File: config.mk
export PLATFORM = sky130hd
export DESIGN_NAME = egress_rate_limit
export DESIGN_NICKNAME = d
export VERILOG_FILES = /design/src/include/egress_rate_pkg.sv /design/src/include/shaper_if.sv /design/src/logic/egress_rate_limit.sv /design/src/logic/rate_bucket.sv
export SDC_FILE = /design/constraint.sdc
export NUM_CORES = 2
export LEC_CHECK = 0
export BUFFER_PORTS_ARGS = -buffer_cell sky130_fd_sc_hd__buf_4
export CELL_PAD_IN_SITES_DETAIL_PLACEMENT = 1
export CELL_PAD_IN_SITES_GLOBAL_PLACEMENT = 1
export CORE_UTILIZATION = 54
export DETAILED_ROUTE_END_ITERATION = 6
export MAX_ROUTING_LAYER = met4
export PLACE_DENSITY_LB_ADDON = 0.1
export REMOVE_ABC_BUFFERS = 1
export SLEW_MARGIN = 20
export SYNTH_ARGS = -nofsm -noshare
export SYNTH_HDL_FRONTEND = slang
export SYNTH_SLANG_ARGS = --single-unit
File: constraint.sdc
create_clock -name ref_clk_i -period 9.5 [get_ports ref_clk_i]
set_input_delay 0.95 -clock ref_clk_i [delete_from_list [all_inputs] [get_ports ref_clk_i]]
set_output_delay 0.95 -clock ref_clk_i [all_outputs]
set_load 0.01 [all_outputs]
File: src/include/egress_rate_pkg.sv
// constants for the per-port egress rate ceiling registers and shapers
package egress_rate_pkg;

    // clock and shaper time base
    localparam int unsigned CLK_PERIOD_NS   = 10;
    localparam int unsigned TICK_NS         = 1000;
    localparam int unsigned TICK_CYCLES     = (TICK_NS + CLK_PERIOD_NS - 1) / CLK_PERIOD_NS;
    localparam int unsigned TICK_CNT_W      = 7;

    // topology
    localparam int unsigned NUM_PORTS       = 3;
    localparam int unsigned NUM_QUEUES      = 4;
    localparam int unsigned NUM_RATE_REGS   = 6;

    // register offsets on the management register space
    localparam logic [7:0]  PORT1_EGRESS_RATE_LO = 8'h18;
    localparam logic [7:0]  PORT1_EGRESS_RATE_HI = 8'h19;
    localparam logic [7:0]  PORT2_EGRESS_RATE_LO = 8'h28;
    localparam logic [7:0]  PORT2_EGRESS_RATE_HI = 8'h29;
    localparam logic [7:0]  PORT3_EGRESS_RATE_LO = 8'h38;
    localparam logic [7:0]  PORT3_EGRESS_RATE_HI = 8'h39;
    localparam logic [7:0]  RATE_REG_ADDR [NUM_RATE_REGS] = '{
        PORT1_EGRESS_RATE_LO, PORT1_EGRESS_RATE_HI,
        PORT2_EGRESS_RATE_LO, PORT2_EGRESS_RATE_HI,
        PORT3_EGRESS_RATE_LO, PORT3_EGRESS_RATE_HI};

    // field layout: lo register holds queues 0/1, hi register holds queues 2/3
    localparam int unsigned CODE_W          = 4;
    localparam int unsigned LOW_NIB_LSB     = 0;
    localparam int unsigned HIGH_NIB_LSB    = 4;
    localparam logic [7:0]  RATE_REG_RESET  = 8'h00;
    localparam logic [7:0]  UNMAPPED_RDATA  = 8'h00;

    // rate codes
    localparam logic [3:0]  CODE_UNLIMITED  = 4'h0;
    localparam logic [3:0]  CODE_MAX_TEN_MEG = 4'h8;

    // credit added per tick, in millibits per microsecond (equals kbps)
    localparam logic [16:0] RATE_TABLE [16] = '{
        17'h00000, 17'h00040, 17'h00080, 17'h00100,
        17'h00200, 17'h003e8, 17'h007d0, 17'h00fa0,
        17'h01f40, 17'h03e80, 17'h07d00, 17'h0bb80,
        17'h0fa00, 17'h11940, 17'h13880, 17'h157c0};

    // bucket sizing
    localparam int unsigned LEN_W           = 11;
    localparam int unsigned MBITS_PER_BYTE  = 8000;
    localparam int unsigned MAX_FRAME_BYTES = 1522;
    localparam int unsigned BURST_CAP       = MAX_FRAME_BYTES * MBITS_PER_BYTE;
    localparam int unsigned CREDIT_W        = 26;

endpackage : egress_rate_pkg

File: src/include/shaper_if.sv
// link between the rate register bank and one queue's credit bucket
interface shaper_if;
    import egress_rate_pkg::*;

    logic [CODE_W-1:0] code;      // effective code, already overridden
    logic              tick;      // one pulse per microsecond
    logic              start;     // frame start on this queue
    logic [LEN_W-1:0]  len;       // frame length in bytes
    logic              eligible;  // queue may start a frame

    modport ctrl   (output code, output tick, output start, output len, input eligible);
    modport bucket (input code, input tick, input start, input len, output eligible);
endinterface : shaper_if

File: src/logic/egress_rate_limit.sv
// per-port egress rate ceiling registers and queue shapers for three switch ports
// Functional notes
// - each queue kept under its selected ceiling
// - first register: prio1 bits 7-4, prio0 3-0
// - second register: prio3 upper, prio2 lower nibble
// - registers at 0x18/19, 0x28/29, 0x38/39
// - code zero unlimited, all fields reset zero
// - codes 1-7: 64Kbps doubling to 4Mbps
// - codes 8-11: 8, 16, 32, 48 Mbps
// - code 12 is 64, 13 is 72 Mbps
// - at 10 Mbps, ceilings above ten unlimited
// - single queue mode: only priority 0 limits
module egress_rate_limit
    import egress_rate_pkg::*;
(
    // clock, reset, enable
    input  wire logic                                 ref_clk_i,
    input  wire logic                                 arst_n_i,
    input  wire logic                                 ce_i,
    // management register access
    input  wire logic                                 reg_wr_i,
    input  wire logic                                 reg_rd_i,
    input  wire logic [7:0]                           reg_addr_i,
    input  wire logic [7:0]                           reg_wdata_i,
    output logic      [7:0]                           reg_rdata_o,
    // port mode
    input  wire logic [NUM_PORTS-1:0]                 ten_meg_twisted_pair_speed_i,
    input  wire logic                                 multi_queue_en_i,
    // scheduler side
    input  wire logic [NUM_PORTS-1:0]                 tx_busy_i,
    input  wire logic [NUM_PORTS-1:0]                 frame_start_i,
    input  wire logic [NUM_PORTS-1:0][1:0]            frame_queue_i,
    input  wire logic [NUM_PORTS-1:0][LEN_W-1:0]      frame_len_i,
    output logic      [NUM_PORTS-1:0][NUM_QUEUES-1:0] queue_eligible_o
);

    logic [7:0]            rate_reg_r [NUM_RATE_REGS];
    logic [7:0]            rdata_r;
    logic [7:0]            rdata_nxt;
    logic [TICK_CNT_W-1:0] tick_cnt_r;
    logic                  tick;
    logic [CODE_W-1:0]     raw_code  [NUM_PORTS][NUM_QUEUES];
    logic [CODE_W-1:0]     eff_code  [NUM_PORTS][NUM_QUEUES];
    logic [CODE_W-1:0]     code_r    [NUM_PORTS][NUM_QUEUES];

    // register writes; each offset decoded against its own address
    always_ff @(posedge ref_clk_i or negedge arst_n_i) begin
        if (!arst_n_i) begin
            for (int i = 0; i < NUM_RATE_REGS; i++) begin
                rate_reg_r[i] <= RATE_REG_RESET;
            end
        end else if (ce_i && reg_wr_i) begin
            for (int i = 0; i < NUM_RATE_REGS; i++) begin
                if (reg_addr_i == RATE_REG_ADDR[i]) begin
                    rate_reg_r[i] <= reg_wdata_i;
                end
            end
        end
    end

    // read mux; offsets outside this bank read as zero
    always_comb begin
        rdata_nxt = UNMAPPED_RDATA;
        for (int i = 0; i < NUM_RATE_REGS; i++) begin
            if (reg_addr_i == RATE_REG_ADDR[i]) begin
                rdata_nxt = rate_reg_r[i];
            end
        end
    end

    // read data held until the next read
    always_ff @(posedge ref_clk_i or negedge arst_n_i) begin
        if (!arst_n_i) begin
            rdata_r <= UNMAPPED_RDATA;
        end else if (ce_i && reg_rd_i) begin
            rdata_r <= rdata_nxt;
        end
    end

    assign reg_rdata_o = rdata_r;

    // one microsecond time base shared by all twelve buckets
    always_ff @(posedge ref_clk_i or negedge arst_n_i) begin
        if (!arst_n_i) begin
            tick_cnt_r <= '0;
        end else if (ce_i) begin
            if (tick) begin
                tick_cnt_r <= '0;
            end else begin
                tick_cnt_r <= tick_cnt_r + 1'b1;
            end
        end
    end

    assign tick = (tick_cnt_r == TICK_CNT_W'(TICK_CYCLES - 1));

    // field unpack, then speed and queue-mode overrides
    always_comb begin
        for (int p = 0; p < NUM_PORTS; p++) begin
            raw_code[p][0] = rate_reg_r[2*p][LOW_NIB_LSB +: CODE_W];
            raw_code[p][1] = rate_reg_r[2*p][HIGH_NIB_LSB +: CODE_W];
            raw_code[p][2] = rate_reg_r[2*p+1][LOW_NIB_LSB +: CODE_W];
            raw_code[p][3] = rate_reg_r[2*p+1][HIGH_NIB_LSB +: CODE_W];
            for (int q = 0; q < NUM_QUEUES; q++) begin
                eff_code[p][q] = raw_code[p][q];
                if (ten_meg_twisted_pair_speed_i[p] && raw_code[p][q] > CODE_MAX_TEN_MEG) begin
                    eff_code[p][q] = CODE_UNLIMITED;
                end
                if (!multi_queue_en_i && q != 0) begin
                    eff_code[p][q] = CODE_UNLIMITED;
                end
            end
        end
    end

    // codes move to the shaper only between frames, never mid-frame
    always_ff @(posedge ref_clk_i or negedge arst_n_i) begin
        if (!arst_n_i) begin
            for (int p = 0; p < NUM_PORTS; p++) begin
                for (int q = 0; q < NUM_QUEUES; q++) begin
                    code_r[p][q] <= CODE_UNLIMITED;
                end
            end
        end else if (ce_i) begin
            for (int p = 0; p < NUM_PORTS; p++) begin
                if (!tx_busy_i[p]) begin
                    for (int q = 0; q < NUM_QUEUES; q++) begin
                        code_r[p][q] <= eff_code[p][q];
                    end
                end
            end
        end
    end

    // one bucket per port and queue
    for (genvar p = 0; p < NUM_PORTS; p++) begin : g_port
        for (genvar q = 0; q < NUM_QUEUES; q++) begin : g_queue
            shaper_if sif ();

            assign sif.code  = code_r[p][q];
            assign sif.tick  = tick;
            assign sif.len   = frame_len_i[p];
            // single queue mode books every frame to the priority 0 bucket
            assign sif.start = frame_start_i[p]
                && (multi_queue_en_i ? (frame_queue_i[p] == 2'(q)) : (q == 0));
            assign queue_eligible_o[p][q] = sif.eligible;

            rate_bucket u_bucket (
                .ref_clk_i (ref_clk_i),
                .arst_n_i  (arst_n_i),
                .ce_i      (ce_i),
                .sif       (sif)
            );
        end
    end

    // checks
    a_write_readback: assert property (@(posedge ref_clk_i) disable iff (!arst_n_i)
        ce_i && reg_wr_i && reg_addr_i == PORT1_EGRESS_RATE_HI ##1 !reg_wr_i
            ##1 ce_i && reg_rd_i && !reg_wr_i && reg_addr_i == PORT1_EGRESS_RATE_HI
            |=> reg_rdata_o == $past(reg_wdata_i, 3))
        else $error("rate register readback mismatch");

    a_unmapped_zero: assert property (@(posedge ref_clk_i) disable iff (!arst_n_i)
        ce_i && reg_rd_i && reg_addr_i == 8'h1a |=> reg_rdata_o == UNMAPPED_RDATA)
        else $error("unmapped offset read not zero");

    a_nibble_map: assert property (@(posedge ref_clk_i) disable iff (!arst_n_i)
        raw_code[0][1] == rate_reg_r[0][7:4] && raw_code[2][0] == rate_reg_r[4][3:0])
        else $error("low register nibbles misplaced");

    a_ten_meg_cut: assert property (@(posedge ref_clk_i) disable iff (!arst_n_i)
        ce_i && !tx_busy_i[1] && ten_meg_twisted_pair_speed_i[1]
            && multi_queue_en_i && raw_code[1][0] > CODE_MAX_TEN_MEG
            |=> code_r[1][0] == CODE_UNLIMITED)
        else $error("10 Mbps override missing");

    a_single_queue: assert property (@(posedge ref_clk_i) disable iff (!arst_n_i)
        ce_i && !multi_queue_en_i && !tx_busy_i[0]
            |=> code_r[0][2] == CODE_UNLIMITED && code_r[0][0] == $past(eff_code[0][0]))
        else $error("single queue mode codes wrong");

    a_busy_hold: assert property (@(posedge ref_clk_i) disable iff (!arst_n_i)
        tx_busy_i[2] |=> code_r[2][0] == $past(code_r[2][0]))
        else $error("code changed during a frame");

    a_tick_period: assert property (@(posedge ref_clk_i) disable iff (!arst_n_i)
        ce_i && tick |=> !tick)
        else $error("tick not a single pulse");

    c_write_seen: cover property (@(posedge ref_clk_i) disable iff (!arst_n_i)
        ce_i && reg_wr_i && reg_addr_i == PORT1_EGRESS_RATE_LO && reg_wdata_i != 8'h00);

    c_frame_throttled: cover property (@(posedge ref_clk_i) disable iff (!arst_n_i)
        frame_start_i[0] ##1 !(&queue_eligible_o[0]));

    c_ten_meg: cover property (@(posedge ref_clk_i) disable iff (!arst_n_i)
        ten_meg_twisted_pair_speed_i[2] && raw_code[2][0] > CODE_MAX_TEN_MEG);

endmodule : egress_rate_limit

File: src/logic/rate_bucket.sv
// credit bucket that holds one egress queue under its rate ceiling
module rate_bucket
    import egress_rate_pkg::*;
(
    // clock and reset
    input  wire logic  ref_clk_i,
    input  wire logic  arst_n_i,
    input  wire logic  ce_i,
    // shaper link
    shaper_if.bucket   sif
);

    localparam logic signed [CREDIT_W:0] CAP_S = $signed((CREDIT_W+1)'(BURST_CAP));

    logic signed [CREDIT_W-1:0] credit_r;
    logic signed [CREDIT_W-1:0] credit_nxt;
    logic signed [CREDIT_W:0]   sum;
    logic                       eligible_r;

    // refill on tick, debit full frame at start; a frame may overdraw
    always_comb begin
        sum = {credit_r[CREDIT_W-1], credit_r};
        if (sif.tick) begin
            sum = sum + $signed((CREDIT_W+1)'(RATE_TABLE[sif.code]));
        end
        if (sif.start) begin
            sum = sum - $signed((CREDIT_W+1)'(sif.len * MBITS_PER_BYTE));
        end
        if (sif.code == CODE_UNLIMITED || sum > CAP_S) begin
            credit_nxt = CAP_S[CREDIT_W-1:0];
        end else begin
            credit_nxt = sum[CREDIT_W-1:0];
        end
    end

    // credit store; full bucket after reset so the first frame goes at once
    always_ff @(posedge ref_clk_i or negedge arst_n_i) begin
        if (!arst_n_i) begin
            credit_r <= CAP_S[CREDIT_W-1:0];
        end else if (ce_i) begin
            credit_r <= credit_nxt;
        end
    end

    // eligibility registered; debt blocks the queue until refilled
    always_ff @(posedge ref_clk_i or negedge arst_n_i) begin
        if (!arst_n_i) begin
            eligible_r <= 1'b1;
        end else if (ce_i) begin
            eligible_r <= (sif.code == CODE_UNLIMITED) || !credit_nxt[CREDIT_W-1];
        end
    end

    assign sif.eligible = eligible_r;

    a_unlimited_open: assert property (@(posedge ref_clk_i) disable iff (!arst_n_i)
        ce_i && sif.code == CODE_UNLIMITED |=> eligible_r)
        else $error("unlimited queue not eligible");

    a_credit_capped: assert property (@(posedge ref_clk_i) disable iff (!arst_n_i)
        credit_r <= $signed(CAP_S[CREDIT_W-1:0]))
        else $error("credit above burst cap");

    a_debt_blocks: assert property (@(posedge ref_clk_i) disable iff (!arst_n_i)
        ce_i && sif.code != CODE_UNLIMITED && credit_nxt[CREDIT_W-1] |=> !eligible_r)
        else $error("queue eligible while in debt");

    a_frame_debit: assert property (@(posedge ref_clk_i) disable iff (!arst_n_i)
        ce_i && sif.start && !sif.tick && sif.len != '0
            && sif.code != CODE_UNLIMITED |=> credit_r < $past(credit_r))
        else $error("frame start did not debit credit");

    c_debt_seen: cover property (@(posedge ref_clk_i) disable iff (!arst_n_i)
        !eligible_r ##[1:1000] eligible_r);

endmodule : rate_bucket

After elaboration in Yosys (flattened, before gate mapping)
Memories as Yosys holds them, arrays and structs flattened.
Index checks and enable logic that the tools add are counted.

operators by class
  $add $sub $neg = 25
  multipliers = 3
  divide/modulo/power cells = 0
  order comparisons = 36
  equality and inequality tests = 16
  shift-type cells = 0
  muxes and demuxes = 100
  bitwise logic cells = 15
  reduce and logical (&&, ||, !) cells = 86

operators with widths
  operator               count
  $mux 27                24
  $mux 17                24
  $add 26x18->27         12
  $gt 27x25->1 const B   12
  $sub 27x25->27         12
  $mux 26                12
  $mux 4                 21
  $ge 5x5->1 const B     12
  $not 4->5              12
  $mul 11x7->18 const B  3
  $gt 4x4->1 const B     12
  $logic_not 4->1        12
  $mux 8                 6
  $eq 8x6->1 const B     4
  $logic_and 1x1->1      26
  $logic_or 1x1->1       24
  $reduce_and 2->1       9
  $eq 8x5->1 const B     2
  $eq 2x2->1 const B     6
  $logic_not 1->1        12
  $mux 1                 12
  $add 7x1->7 const B    1
  $eq 7x7->1 const B     1
  $mux 7                 1
  other kinds (3)        9

storage, ports and cells
  bits in registers = 435
  bits in latches = 0
  memory bits (writable) = 0
  ROM bits = 3264
  input bits = 70
  logic and storage cells = 337
  memories = 12

memory list
  name             words  bits a word  rd ports  clocked after Yosys merged registers in  write ports  line               source
  (no name shown)  16     17           1         0                                        0            rate_bucket.sv:24  sum = sum + $signed((CREDIT_W+1)'(RATE_TABLE[sif.code]));
  (no name shown)  16     17           1         0                                        0            rate_bucket.sv:24
  (no name shown)  16     17           1         0                                        0            rate_bucket.sv:24
  (no name shown)  16     17           1         0                                        0            rate_bucket.sv:24
  (no name shown)  16     17           1         0                                        0            rate_bucket.sv:24
  (no name shown)  16     17           1         0                                        0            rate_bucket.sv:24
  6 more memories  n/a    n/a          n/a       n/a                                      n/a          n/a

Logic depth before layout (Yosys ltp)
  depth in word-level cells = 13
  mapped depth = 32
  depth with buffers taken out = 30

Cells and area by module
From an unflattened synthesis, not the netlist that was laid out.

second synthesis, totals
  cell total of the unflattened synthesis = 8369
  area total of the unflattened synthesis = 72051.6 um^2

by module, submodules not included
  module                                           instances  cells each  area an instance (um^2)  seq. area each (um^2)
  rate_bucket (g_port[2].g_queue[0].u_bucket ...)  3          654         5550.3                   614.3
  rate_bucket (g_port[0].g_queue[0].u_bucket ...)  3          633         5495.3                   614.3
  rate_bucket (g_port[1].g_queue[2].u_bucket)      1          694         5764.3                   614.3
  rate_bucket (g_port[1].g_queue[1].u_bucket)      1          702         5698.0                   614.3
  rate_bucket (g_port[2].g_queue[3].u_bucket)      1          659         5591.6                   614.3
  rate_bucket (g_port[1].g_queue[0].u_bucket)      1          659         5549.1                   614.3
  rate_bucket (g_port[0].g_queue[1].u_bucket)      1          664         5510.3                   614.3
  rate_bucket (g_port[1].g_queue[3].u_bucket)      1          631         5471.5                   614.3
  egress_rate_limit                                1          499         5330.1                   2777.7

Worst setup path before layout
OpenSTA, ideal clock, no wires.

  kind = in2reg
  from = input port frame_len_i[12] (netlist bit)
  to = register g_port[1].g_queue[2].u_bucket.credit_r[3]
  setup time = 122 ps
  arrival time = 7342 ps
  data required time = 9378 ps
  setup slack = 2037 ps
  cell stages on the path = 27
  buffers on the path = 0
  cells stage by stage = inv_1 > fa_1 > fa_1 > fa_1 > fa_1 > inv_1 > ha_1 > a21boi_0 > o21ai_0 > nand2b_1 > a21o_1 > a21oi_1 > xor2_1 > ha_1 > o211ai_1 > a311oi_1 > nor3_1 > nor3_1 > and3_1 > a211oi_2 > xnor2_1 > mux2i_1 > or4_1 > a21boi_0 > o41a_1 > inv_1 > a32o_1

on the way
  longest elaborated chain between the ends = 6

ends and longest elaborated chain
  item                    line                     source
  start: declaration      egress_rate_limit.sv:33  input wire logic [NUM_PORTS-1:0][LEN_W-1:0] frame_len_i,
  $mul 11x7->18           rate_bucket.sv:27        sum = sum - $signed((CREDIT_W+1)'(sif.len * MBITS_PER_BYTE));
  $sub 27x25->27          rate_bucket.sv:27
  $mux 27                 rate_bucket.sv:26        if (sif.start) begin
  $gt 27x25->1            rate_bucket.sv:29        if (sif.code == CODE_UNLIMITED || sum > CAP_S) begin
  $logic_or 1x1->1        rate_bucket.sv:29
  $mux 26                 rate_bucket.sv:29
  end signal: assignment  rate_bucket.sv:39        credit_r <= CAP_S[CREDIT_W-1:0];
  end signal: assignment  rate_bucket.sv:41        credit_r <= credit_nxt;
  end: declaration        rate_bucket.sv:15        logic signed [CREDIT_W-1:0] credit_r;

No other way between the ends.
A chain may end at the register's enable or synchronous reset.

Final worst setup path
  from = input port frame_len_i[22] (netlist bit)
  to = register g_port[2].g_queue[0].u_bucket.credit_r[18]

on the way
  longest elaborated chain between the ends = 6

ends and longest elaborated chain
  item                    line
  $mul 11x7->18 *         rate_bucket.sv:27
  $sub 27x25->27 *        rate_bucket.sv:27
  $mux 27 *               rate_bucket.sv:26
  $gt 27x25->1            rate_bucket.sv:29
  $logic_or 1x1->1        rate_bucket.sv:29
  $mux 26 *               rate_bucket.sv:29
  end signal: assignment  rate_bucket.sv:39
  end signal: assignment  rate_bucket.sv:41
  end: declaration        rate_bucket.sv:15

Mark *: on every way between the ends. The rest lies on a longest branch, timed or not.

==> results.ini <==
[floorplanning]
initial_core_util_pct=54.7
die_w_um=312
core-area_mm2=0.0952
die_h_um=312
die-area_mm2=0.0976
io_pins=90
num_rows=113

[setup_path]
end_kind=register
cpPeakStageDelay_ps=800
crit_family=compound AO/OA/AOI/OAI gates
critPathSlowestCell=xnor2_1
cp.required_ps=10070
critPathArrivalTime_ps=9170
crit_path_start_kind=input pin
r2r-start=g_port[2].g_queue[3].sif.code[0]
cp-startpoint=frame_len_i[22]
worstSetupPathType=in2reg
cp_num_buf_inv=4
cp_max_fo=8

[logic_synthesis]
yosysTopAreaCell=ha_1
syn_area_mm2=0.0520
avgSynthCellArea_um2=8.09
synth_edf_count=0
synth_top_area_share_pct=14.2
synth_cell_types=116
ys.flop_type=dfrtp_1
async_flop_share_pct=100
synthAdderAreaFrac_pct=19.2
ys_warn_count=0
synth_xor_area_share_pct=7.18
synthCells=6434
muxShareOfSynthArea_pct=4.25
seq_area_frac_synth_pct=19.5
synth_top_family_by_area=compound AO/OA/AOI/OAI gates
synth_area_leaders=ha_1, dfrtp_1, dfstp_2
synth_compound_area_share_pct=26.9
ys_ff_latch=399
synth-simple-area-share_pct=17.7

[power_and_ir_drop]
power.share.switching_pct=52.3
ir_worst_vdd_mv=0.256
p_per_area_mw_per_mm2=340
pwr-share-clk_pct=12.2
intPower_uw=9020
p_leak_uw=0.0245
switching_power_uw=9910
seq_power_share_pct=9.8
p_comb_share_pct=78.0

[timing]
relSlewSlack_pct=30.6
fin_skew_ps=26.1
tightestPinTransition_ps=1040
slew_viol_final=0
rsz0062_at_grt=no
min_period_ps=8600
finalSetupTns_ps=0
setup_viol=0
period_share_pct=90.6
max_freq_mhz=116
hold_viol_final=0

[global_route]
busiest_layer=met2
track_usage_pct=36.6
grt_pass1_wl_um=282000
grt_max_degree=147
overflow=0
antenna_found_initial=9
met1_usage_pct=46.3
grt_pass1_vias=51776
use_met2_pct=59.6
grt_use_met3_pct=4.47

[run]
maxCapViolations=0

[clock_network]
clockBufferDepth=3
cts_sinks=399
hold_buffers=0
cts_buffers=52
clk_latency_ps=660
cts_tree=built
htree_levels=2
ctsRootBufferMaster=clkbuf_16
clk_pin_slew_ps=60
cts_resized=0
post-cts-setup-buffer-count=0

[outcome]
status=complete, no violations

[final_layout]
final_area_mm2=0.0557
syn2layout_area_growth_pct=7.11
nFillCells=11560
drive_gt1_share_pct=8.90
nNetsFinal=7163
final_cell_count_no_fill=7693

[placement]
dpl-instance-area_mm2=0.0537
place.gp.congestion=0.978
place_inst=7586
portBuffers=89
dp_hpwl_um=134000

[drt]
drt-total-wl_um=177000
ant_nets=0
via_count=49853
drc=0
routedWlPerCell_um=23.0
drt_iter0_markers=3385
dr.pass1.iters=6
avgViaCountPerCell=6.48

[hold_path]
worst_hold_path_type=in2async

per-layer routing:
layer	vias up	routed length (um)
met1	24943	77000
li1	23284	-
met5	-	0
met2	1276	83400
met3	350	9180
met4	0	7030
per-stage QoR:
step	utilization, %	hold WS, ps	setup slack (ps)	power, uW
final	58.6	254	896	18900
after global routing	58.6	330	499	20400
after CTS	58.5	313	1120	18700
after detailed placement	56.5	481	484	16300
after global placement	56.5	485	829	15700
after floorplan	-	468	1690	12500
cells in the final DEF (no fill, tap or decap), types with 31 or more instances in the layout:
master     Yosys  layout
nand2_1      635     635
ha_1         592     592
nor2_1       513     512
o21ai_0      446     446
a21oi_1      436     436
inv_1        414     414
dfrtp_1      267     267
xnor2_1      243     243
xor2_1       178     178
buf_4         19     153
nand3_1      143     143
a21o_1       141     141
dfstp_2      132     132
nor3_1       129     129
fa_1         126     126
o21a_1       119     119
mux2i_1       94      94
a31oi_1       87      87
o31ai_1       87      87
nor2b_1       87      86
and2_1        80      80
a211oi_1      77      77
o2bb2ai_1     75      75
nand2b_1      72      69
mux2_2        65      65
o211ai_1      61      61
and3_1        56      56
clkbuf_16      0      53
or3_1         48      48
a22o_1        44      44
o22a_1        42      42
nand4_1       40      40
a22oi_1       36      36
or2_2         33      33
o2111ai_1     31      31
flip-flops by register name (all words and copies together) (netlist names):
name and cells:
g_port.g_queue.u_bucket.credit_r 276, g_port.g_queue.u_bucket.sif.eligible 12, reg_rdata_o 8, tick_cnt_r 7
g_port.g_queue.sif.code 48, rate_reg_r 48
cell type report:
class	count	area (um2)	area share [%]
Antenna cell	10	25.0	0.0449
Clock buffer	68	1490	2.68
Clock inverter	29	453	0.813
Inverter	416	1570	2.81
Multi-Input combinational cell	5348	39200	70.4
Sequential cell	399	10100	18.2
Tap cell	1265	1580	2.84
Timing Repair Buffer	158	1240	2.22
logic make-up after synthesis:
family,Yosys count
AND/OR/NAND/NOR,1959
buffers and inverters,687
XOR/XNOR,423
AO/OA/AOI/OAI,2058
multiplexers,183
adder cells (fa/ha/maj),725
flip-flops,399
Yosys cell counts, types with 24 or more instances:
cell / number
xnor2_1: 243
a21oi_1: 436
a21o_1: 141
o211ai_1: 61
nand2b_1: 72
mux2i_1: 94
o2111ai_1: 31
nand3_1: 143
a211o_1: 26
o21bai_1: 29
fa_1: 126
clkbuf_1: 194
and2_1: 80
or3_1: 48
or2_2: 33
nor2_1: 513
mux4_2: 24
buf_2: 42
o21ai_0: 446
o31a_1: 29
nor2b_1: 87
xor2_1: 178
nand4_1: 40
o31ai_1: 87
mux2_2: 65
inv_1: 414
a31oi_1: 87
dfrtp_1: 267
o21a_1: 119
and3_1: 56
a22o_1: 44
dfstp_2: 132
nand2_1: 635
o22a_1: 42
nor3_1: 129
a41oi_1: 24
a211oi_1: 77
a22oi_1: 36
o2bb2ai_1: 75
ha_1: 592
a21boi_0: 24
path summary, 6_finish.rpt:
kind,endpoint,slack (ps),cells past startpoint
setup / recovery,g_port[2].g_queue[0].u_bucket.credit_r[18],900,27
hold / removal,g_port[1].g_queue[2].u_bucket.credit_r[24],250,1
setup reg to reg,g_port[2].g_queue[3].u_bucket.credit_r[17],1680,26
hold reg to reg,g_port[0].g_queue[3].u_bucket.credit_r[23],510,2
max in group asynchronous,g_port[1].g_queue[3].u_bucket.credit_r[24],7200,3
min in group ref_clk_i,g_port[0].g_queue[3].u_bucket.credit_r[23],510,2
power by group through the flow:
stage | Sequential, uW | Clock (uW) | Combinational, uW
6_report | 1860 | 2300 | 14800
5_1_grt | 1870 | 2380 | 16100
4_1_cts | 1860 | 2320 | 14500
3_5_place_dp | 1890 | 0 | 14400
3_3_place_gp | 1880 | 0 | 13800
2_1_floorplan | 1860 | 0 | 10600
Power figures use the tool's default switching activity.
